[src/bmw_pkg.sv]
// Constants for the bridge memory window configuration registers.
// Assumes a dword-wide configuration access port with byte enables.
package bmw_pkg;

  ////////////////////////////////////////////////////////////////////////////
  localparam int          CFG_AW            = 8;
  localparam logic [7:0]  OFF_MEM_DWORD     = 8'h20;
  localparam logic [7:0]  OFF_MEM_FLOOR     = 8'h20;
  localparam logic [7:0]  OFF_MEM_CEILING   = 8'h22;
  localparam logic [7:0]  OFF_PREF_DWORD    = 8'h24;
  localparam logic [7:0]  OFF_PREF_FLOOR    = 8'h24;
  localparam logic [7:0]  OFF_PREF_CEILING  = 8'h26;
  localparam logic [7:0]  OFF_PREF_FLOOR_HI = 8'h28;
  localparam logic [7:0]  OFF_PREF_CEIL_HI  = 8'h2c;

  ////////////////////////////////////////////////////////////////////////////
  localparam int          WIN_FIELD_LSB     = 4;
  localparam int          WIN_FIELD_MSB     = 15;
  localparam logic [15:0] WIN_WRITE_MASK    = 16'hfff0;
  localparam logic [15:0] MEM_RSVD_VALUE    = 16'h0000;
  localparam logic [15:0] WIDE_ADDRESS_FLAG = 16'h0001;
  localparam logic [15:0] MEM_WIN_RESET     = 16'h0000;
  localparam logic [15:0] PREF_WIN_RESET    = 16'h0001;
  localparam logic [31:0] PREF_HI_RESET     = 32'h0000_0000;
  localparam logic [19:0] FLOOR_LOW_BITS    = 20'h00000;
  localparam logic [19:0] CEILING_LOW_BITS  = 20'hfffff;
  localparam int          READ_LATENCY      = 1;

endpackage

[src/bmw_window_match.sv]
// Address range comparator for one forwarding window.
// Assumes floor and ceiling are already expanded to full 64-bit byte addresses.
`timescale 1ns/1ps
module bmw_window_match
  import bmw_pkg::*;
(
  input  wire logic [63:0] addr_i,
  input  wire logic [63:0] floor_i,
  input  wire logic [63:0] ceiling_i,
  output logic             hit_o
);

  // A floor above the ceiling gives an empty window and never hits.
  always_comb begin
    hit_o = (addr_i >= floor_i) && (addr_i <= ceiling_i);
  end

endmodule

[src/bmw_regs.sv]
// Operation
// - Memory floor field bits 15:4 form address 31:20, low twenty bits zero.
// - Memory ceiling field bits 15:4 form address 31:20, low twenty bits ones.
// - Memory floor and ceiling bits 3:0 always read zero.
// - Prefetch floor bits 15:4 give address 31:20; upper register gives 63:32.
// - Prefetch ceiling bits 15:4 give 31:20, ones below; upper gives 63:32.
// - Prefetch floor and ceiling bits 3:0 read one, flagging 64-bit support.
// - Reset clears memory floor and ceiling registers to zero.
// - Forward a memory transaction whose address lies inside either window.
// - Upper prefetch floor and ceiling registers are read/write, reset to zero.
//
// Memory window configuration registers and the downstream forward decision.
// Assumes configuration requests and transaction lookups come from logic on
// the same clock, so no input is synchronised.
// Assumes one dword configuration port with byte enables and one cycle of
// read latency; reads and lookups are answered from registers.
`timescale 1ns/1ps
module bmw_regs
  import bmw_pkg::*;
(
  input  wire logic              ref_clk_i,
  input  wire logic              rstn_i,
  input  wire logic              cfg_wr_i,
  input  wire logic              cfg_rd_i,
  input  wire logic [CFG_AW-1:0] cfg_addr_i,
  input  wire logic [3:0]        cfg_be_i,
  input  wire logic [31:0]       cfg_wdata_i,
  output logic      [31:0]       cfg_rdata_o,
  output logic                   cfg_rvalid_o,
  input  wire logic              txn_valid_i,
  input  wire logic [63:0]       txn_addr_i,
  output logic                   fwd_valid_o,
  output logic                   fwd_hit_o,
  output logic                   fwd_mem_hit_o,
  output logic                   fwd_pref_hit_o
);

  ////////////////////////////////////////////////////////////////////////////
  function automatic logic [31:0] be_to_mask(input logic [3:0] be);
    logic [31:0] m;
    m = 32'h0000_0000;
    for (int i = 0; i < 4; i++) begin
      m[i*8 +: 8] = {8{be[i]}};
    end
    return m;
  endfunction

  function automatic logic [31:0] merge(input logic [31:0] old_v,
                                        input logic [31:0] new_v,
                                        input logic [31:0] mask);
    return (old_v & ~mask) | (new_v & mask);
  endfunction

  // Bits 1:0 of the offset never select a register; every decode is by dword.
  function automatic logic [CFG_AW-1:0] dword_of(input logic [CFG_AW-1:0] addr);
    return {addr[CFG_AW-1:2], 2'b00};
  endfunction

  function automatic logic [11:0] win_field(input logic [15:0] half);
    return half[WIN_FIELD_MSB:WIN_FIELD_LSB];
  endfunction

  function automatic logic [15:0] window_half(input logic [11:0] field,
                                              input logic [3:0]  low);
    return {field, low};
  endfunction

  function automatic logic [63:0] floor_addr(input logic [31:0] hi,
                                             input logic [11:0] field);
    return {hi, field, FLOOR_LOW_BITS};
  endfunction

  function automatic logic [63:0] ceiling_addr(input logic [31:0] hi,
                                               input logic [11:0] field);
    return {hi, field, CEILING_LOW_BITS};
  endfunction

  ////////////////////////////////////////////////////////////////////////////
  logic [11:0] window_floor_bits_r,     window_floor_bits_nxt;
  logic [11:0] window_ceiling_bits_r,   window_ceiling_bits_nxt;
  logic [11:0] prefetch_floor_bits_r,   prefetch_floor_bits_nxt;
  logic [11:0] prefetch_ceiling_bits_r, prefetch_ceiling_bits_nxt;
  logic [31:0] pref_floor_hi_r,         pref_floor_hi_nxt;
  logic [31:0] pref_ceil_hi_r,          pref_ceil_hi_nxt;
  logic [31:0] cfg_rdata_r,             cfg_rdata_nxt;
  logic        cfg_rvalid_r,            cfg_rvalid_nxt;

  logic [15:0] memory_window_floor;
  logic [15:0] memory_window_ceiling;
  logic [15:0] prefetch_window_floor;
  logic [15:0] prefetch_window_ceiling;
  logic [31:0] wmask;
  logic [31:0] dw_mem;
  logic [31:0] dw_pref;

  always_comb begin
    memory_window_floor     = window_half(window_floor_bits_r, MEM_RSVD_VALUE[3:0]);
    memory_window_ceiling   = window_half(window_ceiling_bits_r, MEM_RSVD_VALUE[3:0]);
    prefetch_window_floor   = window_half(prefetch_floor_bits_r,
                                          WIDE_ADDRESS_FLAG[3:0]);
    prefetch_window_ceiling = window_half(prefetch_ceiling_bits_r,
                                          WIDE_ADDRESS_FLAG[3:0]);
    dw_mem  = {memory_window_ceiling, memory_window_floor};
    dw_pref = {prefetch_window_ceiling, prefetch_window_floor};
    wmask   = be_to_mask(cfg_be_i);
  end

  ////////////////////////////////////////////////////////////////////////////
  // Offset decode shared by every register group; the read path decodes the offset again itself.
  logic        sel_mem;
  logic        sel_pref;
  logic        sel_floor_hi;
  logic        sel_ceil_hi;
  logic [31:0] win_wmask;

  always_comb begin
    sel_mem      = 1'b0;
    sel_pref     = 1'b0;
    sel_floor_hi = 1'b0;
    sel_ceil_hi  = 1'b0;
    case (dword_of(cfg_addr_i))
      OFF_MEM_DWORD:     sel_mem      = 1'b1;
      OFF_PREF_DWORD:    sel_pref     = 1'b1;
      OFF_PREF_FLOOR_HI: sel_floor_hi = 1'b1;
      OFF_PREF_CEIL_HI:  sel_ceil_hi  = 1'b1;
      default: begin
      end
    endcase
    win_wmask = wmask & {WIN_WRITE_MASK, WIN_WRITE_MASK};
  end

  ////////////////////////////////////////////////////////////////////////////
  // Non-prefetchable window fields. The reserved nibbles have no storage, so
  // no write can ever make them read back anything but zero.
  logic [31:0] m_mem;

  always_comb begin
    m_mem                   = merge(dw_mem, cfg_wdata_i, win_wmask);
    window_floor_bits_nxt   = window_floor_bits_r;
    window_ceiling_bits_nxt = window_ceiling_bits_r;
    if (cfg_wr_i && sel_mem) begin
      window_floor_bits_nxt   = win_field(m_mem[15:0]);
      window_ceiling_bits_nxt = win_field(m_mem[31:16]);
    end
  end

  always_ff @(posedge ref_clk_i or negedge rstn_i) begin
    if (!rstn_i) begin
      window_floor_bits_r   <= MEM_WIN_RESET[WIN_FIELD_MSB:WIN_FIELD_LSB];
      window_ceiling_bits_r <= MEM_WIN_RESET[WIN_FIELD_MSB:WIN_FIELD_LSB];
    end else begin
      window_floor_bits_r   <= window_floor_bits_nxt;
      window_ceiling_bits_r <= window_ceiling_bits_nxt;
    end
  end

  ////////////////////////////////////////////////////////////////////////////
  // Prefetchable window fields. The low nibble of each half is the wide
  // address flag, wired to a constant so that software cannot clear it.
  logic [31:0] m_pref;

  always_comb begin
    m_pref                    = merge(dw_pref, cfg_wdata_i, win_wmask);
    prefetch_floor_bits_nxt   = prefetch_floor_bits_r;
    prefetch_ceiling_bits_nxt = prefetch_ceiling_bits_r;
    if (cfg_wr_i && sel_pref) begin
      prefetch_floor_bits_nxt   = win_field(m_pref[15:0]);
      prefetch_ceiling_bits_nxt = win_field(m_pref[31:16]);
    end
  end

  always_ff @(posedge ref_clk_i or negedge rstn_i) begin
    if (!rstn_i) begin
      prefetch_floor_bits_r   <= PREF_WIN_RESET[WIN_FIELD_MSB:WIN_FIELD_LSB];
      prefetch_ceiling_bits_r <= PREF_WIN_RESET[WIN_FIELD_MSB:WIN_FIELD_LSB];
    end else begin
      prefetch_floor_bits_r   <= prefetch_floor_bits_nxt;
      prefetch_ceiling_bits_r <= prefetch_ceiling_bits_nxt;
    end
  end

  ////////////////////////////////////////////////////////////////////////////
  // Upper halves of the prefetchable window. Every enabled byte is stored;
  // a floor above the ceiling simply leaves the window empty.
  always_comb begin
    pref_floor_hi_nxt = pref_floor_hi_r;
    pref_ceil_hi_nxt  = pref_ceil_hi_r;
    if (cfg_wr_i && sel_floor_hi) begin
      pref_floor_hi_nxt = merge(pref_floor_hi_r, cfg_wdata_i, wmask);
    end
    if (cfg_wr_i && sel_ceil_hi) begin
      pref_ceil_hi_nxt = merge(pref_ceil_hi_r, cfg_wdata_i, wmask);
    end
  end

  always_ff @(posedge ref_clk_i or negedge rstn_i) begin
    if (!rstn_i) begin
      pref_floor_hi_r <= PREF_HI_RESET;
      pref_ceil_hi_r  <= PREF_HI_RESET;
    end else begin
      pref_floor_hi_r <= pref_floor_hi_nxt;
      pref_ceil_hi_r  <= pref_ceil_hi_nxt;
    end
  end

  ////////////////////////////////////////////////////////////////////////////
  // Read path. A read in the same cycle as a write returns the old contents,
  // because the word is taken from the registers before the edge.
  always_comb begin
    cfg_rvalid_nxt = cfg_rd_i;
    cfg_rdata_nxt  = cfg_rdata_r;
    if (cfg_rd_i) begin
      case (dword_of(cfg_addr_i))
        OFF_MEM_DWORD:     cfg_rdata_nxt = dw_mem;
        OFF_PREF_DWORD:    cfg_rdata_nxt = dw_pref;
        OFF_PREF_FLOOR_HI: cfg_rdata_nxt = pref_floor_hi_r;
        OFF_PREF_CEIL_HI:  cfg_rdata_nxt = pref_ceil_hi_r;
        default:           cfg_rdata_nxt = 32'h0000_0000;
      endcase
    end
  end

  always_ff @(posedge ref_clk_i or negedge rstn_i) begin
    if (!rstn_i) begin
      cfg_rdata_r  <= 32'h0000_0000;
      cfg_rvalid_r <= 1'b0;
    end else begin
      cfg_rdata_r  <= cfg_rdata_nxt;
      cfg_rvalid_r <= cfg_rvalid_nxt;
    end
  end

  ////////////////////////////////////////////////////////////////////////////
  // The non-prefetchable window decodes only 32-bit space, so its upper half
  // is pinned to zero and any address above 4 GB misses it.
  logic [63:0] mem_floor;
  logic [63:0] mem_ceiling;
  logic [63:0] pref_floor;
  logic [63:0] pref_ceiling;
  logic        mem_hit;
  logic        pref_hit;

  always_comb begin
    mem_floor    = floor_addr(32'h0000_0000, window_floor_bits_r);
    mem_ceiling  = ceiling_addr(32'h0000_0000, window_ceiling_bits_r);
    pref_floor   = floor_addr(pref_floor_hi_r, prefetch_floor_bits_r);
    pref_ceiling = ceiling_addr(pref_ceil_hi_r, prefetch_ceiling_bits_r);
  end

  bmw_window_match u_mem_match (
    .addr_i    (txn_addr_i),
    .floor_i   (mem_floor),
    .ceiling_i (mem_ceiling),
    .hit_o     (mem_hit)
  );

  bmw_window_match u_pref_match (
    .addr_i    (txn_addr_i),
    .floor_i   (pref_floor),
    .ceiling_i (pref_ceiling),
    .hit_o     (pref_hit)
  );

  // Lookup answers come one cycle after the request, like read data, so a
  // caller sees every answer from a flip-flop.
  logic fwd_valid_r,    fwd_valid_nxt;
  logic fwd_hit_r,      fwd_hit_nxt;
  logic fwd_mem_hit_r,  fwd_mem_hit_nxt;
  logic fwd_pref_hit_r, fwd_pref_hit_nxt;

  always_comb begin
    fwd_valid_nxt    = txn_valid_i;
    fwd_mem_hit_nxt  = txn_valid_i && mem_hit;
    fwd_pref_hit_nxt = txn_valid_i && pref_hit;
    fwd_hit_nxt      = txn_valid_i && (mem_hit || pref_hit);
  end

  always_ff @(posedge ref_clk_i or negedge rstn_i) begin
    if (!rstn_i) begin
      fwd_valid_r    <= 1'b0;
      fwd_hit_r      <= 1'b0;
      fwd_mem_hit_r  <= 1'b0;
      fwd_pref_hit_r <= 1'b0;
    end else begin
      fwd_valid_r    <= fwd_valid_nxt;
      fwd_hit_r      <= fwd_hit_nxt;
      fwd_mem_hit_r  <= fwd_mem_hit_nxt;
      fwd_pref_hit_r <= fwd_pref_hit_nxt;
    end
  end

  ////////////////////////////////////////////////////////////////////////////
  assign cfg_rdata_o    = cfg_rdata_r;
  assign cfg_rvalid_o   = cfg_rvalid_r;
  assign fwd_valid_o    = fwd_valid_r;
  assign fwd_hit_o      = fwd_hit_r;
  assign fwd_mem_hit_o  = fwd_mem_hit_r;
  assign fwd_pref_hit_o = fwd_pref_hit_r;

endmodule

[config.mk]
export PLATFORM = sky130hd
export DESIGN_NAME = bmw_regs
export DESIGN_NICKNAME = d
export VERILOG_FILES = /design/src/bmw_pkg.sv /design/src/bmw_window_match.sv /design/src/bmw_regs.sv
export SDC_FILE = /design/constraint.sdc
export NUM_CORES = 1
export LEC_CHECK = 0
export BUFFER_PORTS_ARGS = -buffer_cell sky130_fd_sc_hd__buf_2
export CAP_MARGIN = 10
export CORE_MARGIN = 5
export CORE_UTILIZATION = 55
export CTS_CLUSTER_SIZE = 40
export DETAILED_ROUTE_END_ITERATION = 10
export PLACE_DENSITY = 0.78
export SYNTH_ARGS = -nofsm -noshare
export SYNTH_HDL_FRONTEND = slang
export SYNTH_SLANG_ARGS = --single-unit
[constraint.sdc]
create_clock -name ref_clk_i -period 3.6 [get_ports ref_clk_i]
set_clock_uncertainty 0.15 [all_clocks]
set_input_delay 0.18 -clock ref_clk_i [delete_from_list [all_inputs] [get_ports ref_clk_i]]
set_output_delay 0.18 -clock ref_clk_i [all_outputs]
set_load 0.05 [all_outputs]
# Word level (Yosys, flattened, before mapping)
# Index checks and enable logic that the tools add are counted.
# W data, S select, Z words.
[word_totals] regBits=149 word_cells=47 output_inout_bits=37
[op_classes] eq_ne=4 n_bitwise=12 order_cmp=4 muxes=5 reduce_logical=10
[ops] cell="$and A32 B32 Y32" count=6
[ops] cell="$or A32 B32 Y32" count=4
[ops] cell="$pmux W32 S4" count=1
[ops] cell="$ge A64 B32 Y1" count=1
[ops] cell="$ge A64 B64 Y1" count=1
[ops] cell="$le A64 B32 Y1" count=1
[ops] cell="$le A64 B64 Y1" count=1
[ops] cell="$not A32 Y32" count=2
[ops] cell="$eq A6 B4 Y1 const B" count=4
[ops] cell="$logic_and A1 B1 Y1" count=9
[ops] cell="$mux W1" count=4
[ops] cell="$logic_or A1 B1 Y1" count=1

# Logic depth before layout (Yosys ltp)
[depth] depth_word=4 ltp_mapped=9

# Cells and area by module
# From an unflattened synthesis, not the netlist that was laid out.
[hier_totals] hier_cells=1284 area_unflattened_um2=12751.0
[by_module_without_submodules] mod="bmw_regs" area_each_um2=6351.1 instances=1 cells_each=384
[by_module_without_submodules] mod="bmw_window_match at u_mem_match" area_each_um2=3231.8 instances=1 cells_each=449
[by_module_without_submodules] mod="bmw_window_match at u_pref_match" area_each_um2=3168.0 instances=1 cells_each=451

# Least setup slack after synthesis
# No wires, ideal clock.
[synth_timing] path_type="reg2reg" startpoint="register (tool-made name)" endpoint="register fwd_hit_r, in the netlist fwd_hit_o" required_ns=3.385 setup_slack_ns=1.465 setup_time_ns=0.065 n_path_buf=0 synth_period_minus_slack_ns=2.135 stages_incl_launch_ff=10 arrival_ns=1.921 cell_sequence="dfrtp_1 -> inv_1 -> ha_1 -> nand4_1 -> nor4_1 -> nand4_1 -> or3_2 -> o311a_1 -> a2bb2oi_2 -> or2_1"
[synth_lines] item="to (signal assigned)" line="bmw_regs.sv:286" source="fwd_hit_r <= fwd_hit_nxt;"
[synth_lines] item="to (decl)" line="bmw_regs.sv:267" source="logic fwd_hit_r, fwd_hit_nxt;"

==> key figures <==
Die
  – Initial Utilization: 0.558
  – Die W: 137 um
  – Core area: 0.0158 mm2
  – Die Y: 137 um
  – Row cnt: 46
  – DIE AREA: 0.0187 mm2
  – I/O pins: 150

Global route
  – Met2 usage: 0.490
  – Vias in the first global route: 8295
  – Met3 global-route usage: 0.0636
  – Largest net degree at the start of global routing: 93
  – Gr usage total: 0.304
  – GR peak layer: met2
  – Initial antenna violation count: 0
  – Met1 usage: 0.390
  – First-pass GRT wire length: 43200 um
  – Aggregate global routing overflow: 0

Yosys
  – Syn nets: 1231
  – Post-synth top area share: 0.422
  – Warnings from Yosys: 0
  – Flops & latches, synth: 149
  – Number of flops mapped to enable cells by yosys: 0
  – Post-Synth Simple-Gate Area: 0.144
  – Async SR Flop Fraction: 1.00
  – Mean Syn Cell Area: 8.78 um2
  – Post-synth top flop: dfrtp_1
  – Mapped cell area: 0.00884 mm2
  – Post-Syn Instances: 1006
  – Synth area leaders: dfrtp_1 (42%), ha_1 (16%), o21ai_0 (8.5%)
  – Synth Area in Compound Gates: 0.185
  – Most common cell in the netlist: nand2_1
  – Sequential fraction of the synthesis area: 0.422
  – Adder-cell share of the synthesized area: 0.159
  – Synth unique cells: 48
  – Top cell type by total area after synthesis: dfrtp_1
  – Largest family of logic cells by synthesized area: compound AO/OA/AOI/OAI gates
  – Post-synthesis mux area share: 0.0144
  – Synth cell count leaders: nand2_1 (169), o21ai_0 (150), dfrtp_1 (149), inv_1 (148), ha_1 (112)
  – XOR/XNOR share of the synthesized area: 0

Clock network
  – Clk slew on worst S/H paths: 60 ps
  – Clk_lat worst skew: 440 ps
  – Root buf cell: clkbuf_16
  – H-tree lvl count: 4
  – Cts repair resizes: 0
  – CTS tree: yes
  – Total clock buffers created by CTS: 17
  – Sink Count: 149
  – # hold bufs at CTS: 34
  – # Post-CTS Setup Buffers: 0
  – Clk buf depth: 2

Timing
  – Setup TNS: 0 ps
  – Endpoints failing hold: 0
  – RSZ-0062 raised after global routing: false
  – Slew headroom: 0.292
  – Final period utilization: 0.756
  – Setup violators final: 0
  – Slew Viols, Final: 0
  – Worst-margin pin slew: 1060 ps
  – Fmax: 367 MHz
  – Post-layout min period: 2720 ps
  – Hold WS: 21.6 ps

Final layout
  – Final #Nets: 1412
  – Layout cells sized above 1: 0.170
  – Cell area after layout: 0.0108 mm2
  – N_diodes: 0
  – Syn-to-layout area delta: 22.0%

Route
  – Final ANT Viol Nets: 0
  – Iteration-0 DRC Markers: 720
  – DR WL/cell: 19.4 um
  – Vias per cell: 5.95
  – Routed WL: 27500 um
  – Via count: 8423
  – First-pass DRT Iterations: 5
  – Post-route DRC: 0

Hold path
  – Hold Path Sink: cfg_rdata_o[4]
  – Hold Crit Start: cfg_addr_i[6]
  – Hold Crit Class: in -> reg
  – Hold path depth: 4

Critical path
  – Worst Reg-to-Reg Cells: 9
  – Worst r2r dst: fwd_hit_o
  – Worst setup EP type: flip-flop
  – Critical path data arrival time: 2890 ps
  – Reg2reg setup slack: 880 ps
  – Startpoint Class: flip-flop
  – Critical path type: reg -> reg
  – Critical path fanouts, max: 3
  – CP Data Required Time: 3770 ps

Power
  – Pwr per Cell Area: 449 mW/mm2
  – VDD IR max: 0.388 mV
  – LEAKAGE: 5.53 nW

Place
  – Port Buf Inserts: 147
  – Post-DP Area: 0.00983 mm2
  – Routability cong.: 0.935
  – Post-DP HPWL: 20200 um

Job
  – Max Cap Violations: 0

Outcome
  – Status: finished, final reports clean
==> cell usage in the layout, fill, tap and decap left out, types with 14 or more instances in the layout <==
cell           instances
nand2_1              169
o21ai_0              150
dfrtp_1              149
inv_1                148
buf_2                146
ha_1                 112
a21oi_1               45
dlygate4sd3_1         34
nand4_1               31
o22ai_1               28
nor2_1                27
a222oi_1              22
clkbuf_16             17
nor4_1                14
==> cell families after synthesis <==
family,Yosys count
and+or+nand+nor,279
AOI/OAI and AO/OA,277
buffers and inverters,179
DFF,149
adders and majority gates,112
muxes,10
==> area by class of cell <==
class	count	area [um2]
Fill cell	1254	5040
Multi-Input combinational cell	678	4440
Sequential cell	149	3730
Timing Repair Buffer	193	1180
Inverter	148	556
Clock buffer	21	460
Tap cell	216	270
Clock inverter	11	149
==> metal layers <==
metal / wire [um] / part of all wire
met5: 0 / 0
met4: 1240 / 0.045
met3: 2370 / 0.086
met2: 13100 / 0.48
met1: 10800 / 0.39
==> worst max-delay path: stages, from the launching register on <==
cell and delay, ps:
dfrtp_1 340, inv_1 70, ha_1 290, nand4_1 150
nor4_1 610, a22oi_1 190, o211ai_1 200, a2111oi_0 180
a2bb2oi_2 200, or2_1 220
==> report_power, final <==
| part | switching (mW) | internal [mW] |
|---|---|---|
| Clock | 0.731 | 1.13 |
| Combinational | 0.640 | 0.394 |
| Sequential | 0.0904 | 1.85 |
| Total | 1.46 | 3.38 |
==> worst max path at each step <==
| stage | startpoint | end | slack, ps | cells past startpoint |
|---|---|---|---|---|
| floorplan | flip-flop | fwd_hit_o | 1460 | 9 |
| global placement | cfg_addr_i[2] | flip-flop | 890 | 5 |
| detailed placement | cfg_addr_i[2] | flip-flop | 790 | 5 |
| CTS | flip-flop | fwd_hit_o | 930 | 9 |
| global route | flip-flop | fwd_hit_o | 690 | 9 |
| finish | flip-flop | fwd_hit_o | 880 | 9 |
==> stage by stage <==
stage,instances,power (mW),setup slack [ps],utilization
floorplan,1006,2.56,1460,-
global placement,1350,2.90,890,0.621
detailed placement,1350,2.94,791,0.621
CTS,1416,4.83,934,0.681
global route,1416,5.08,694,0.681
finish,1416,4.84,878,0.681
No activity file was read; power rests on OpenSTA's default activity.
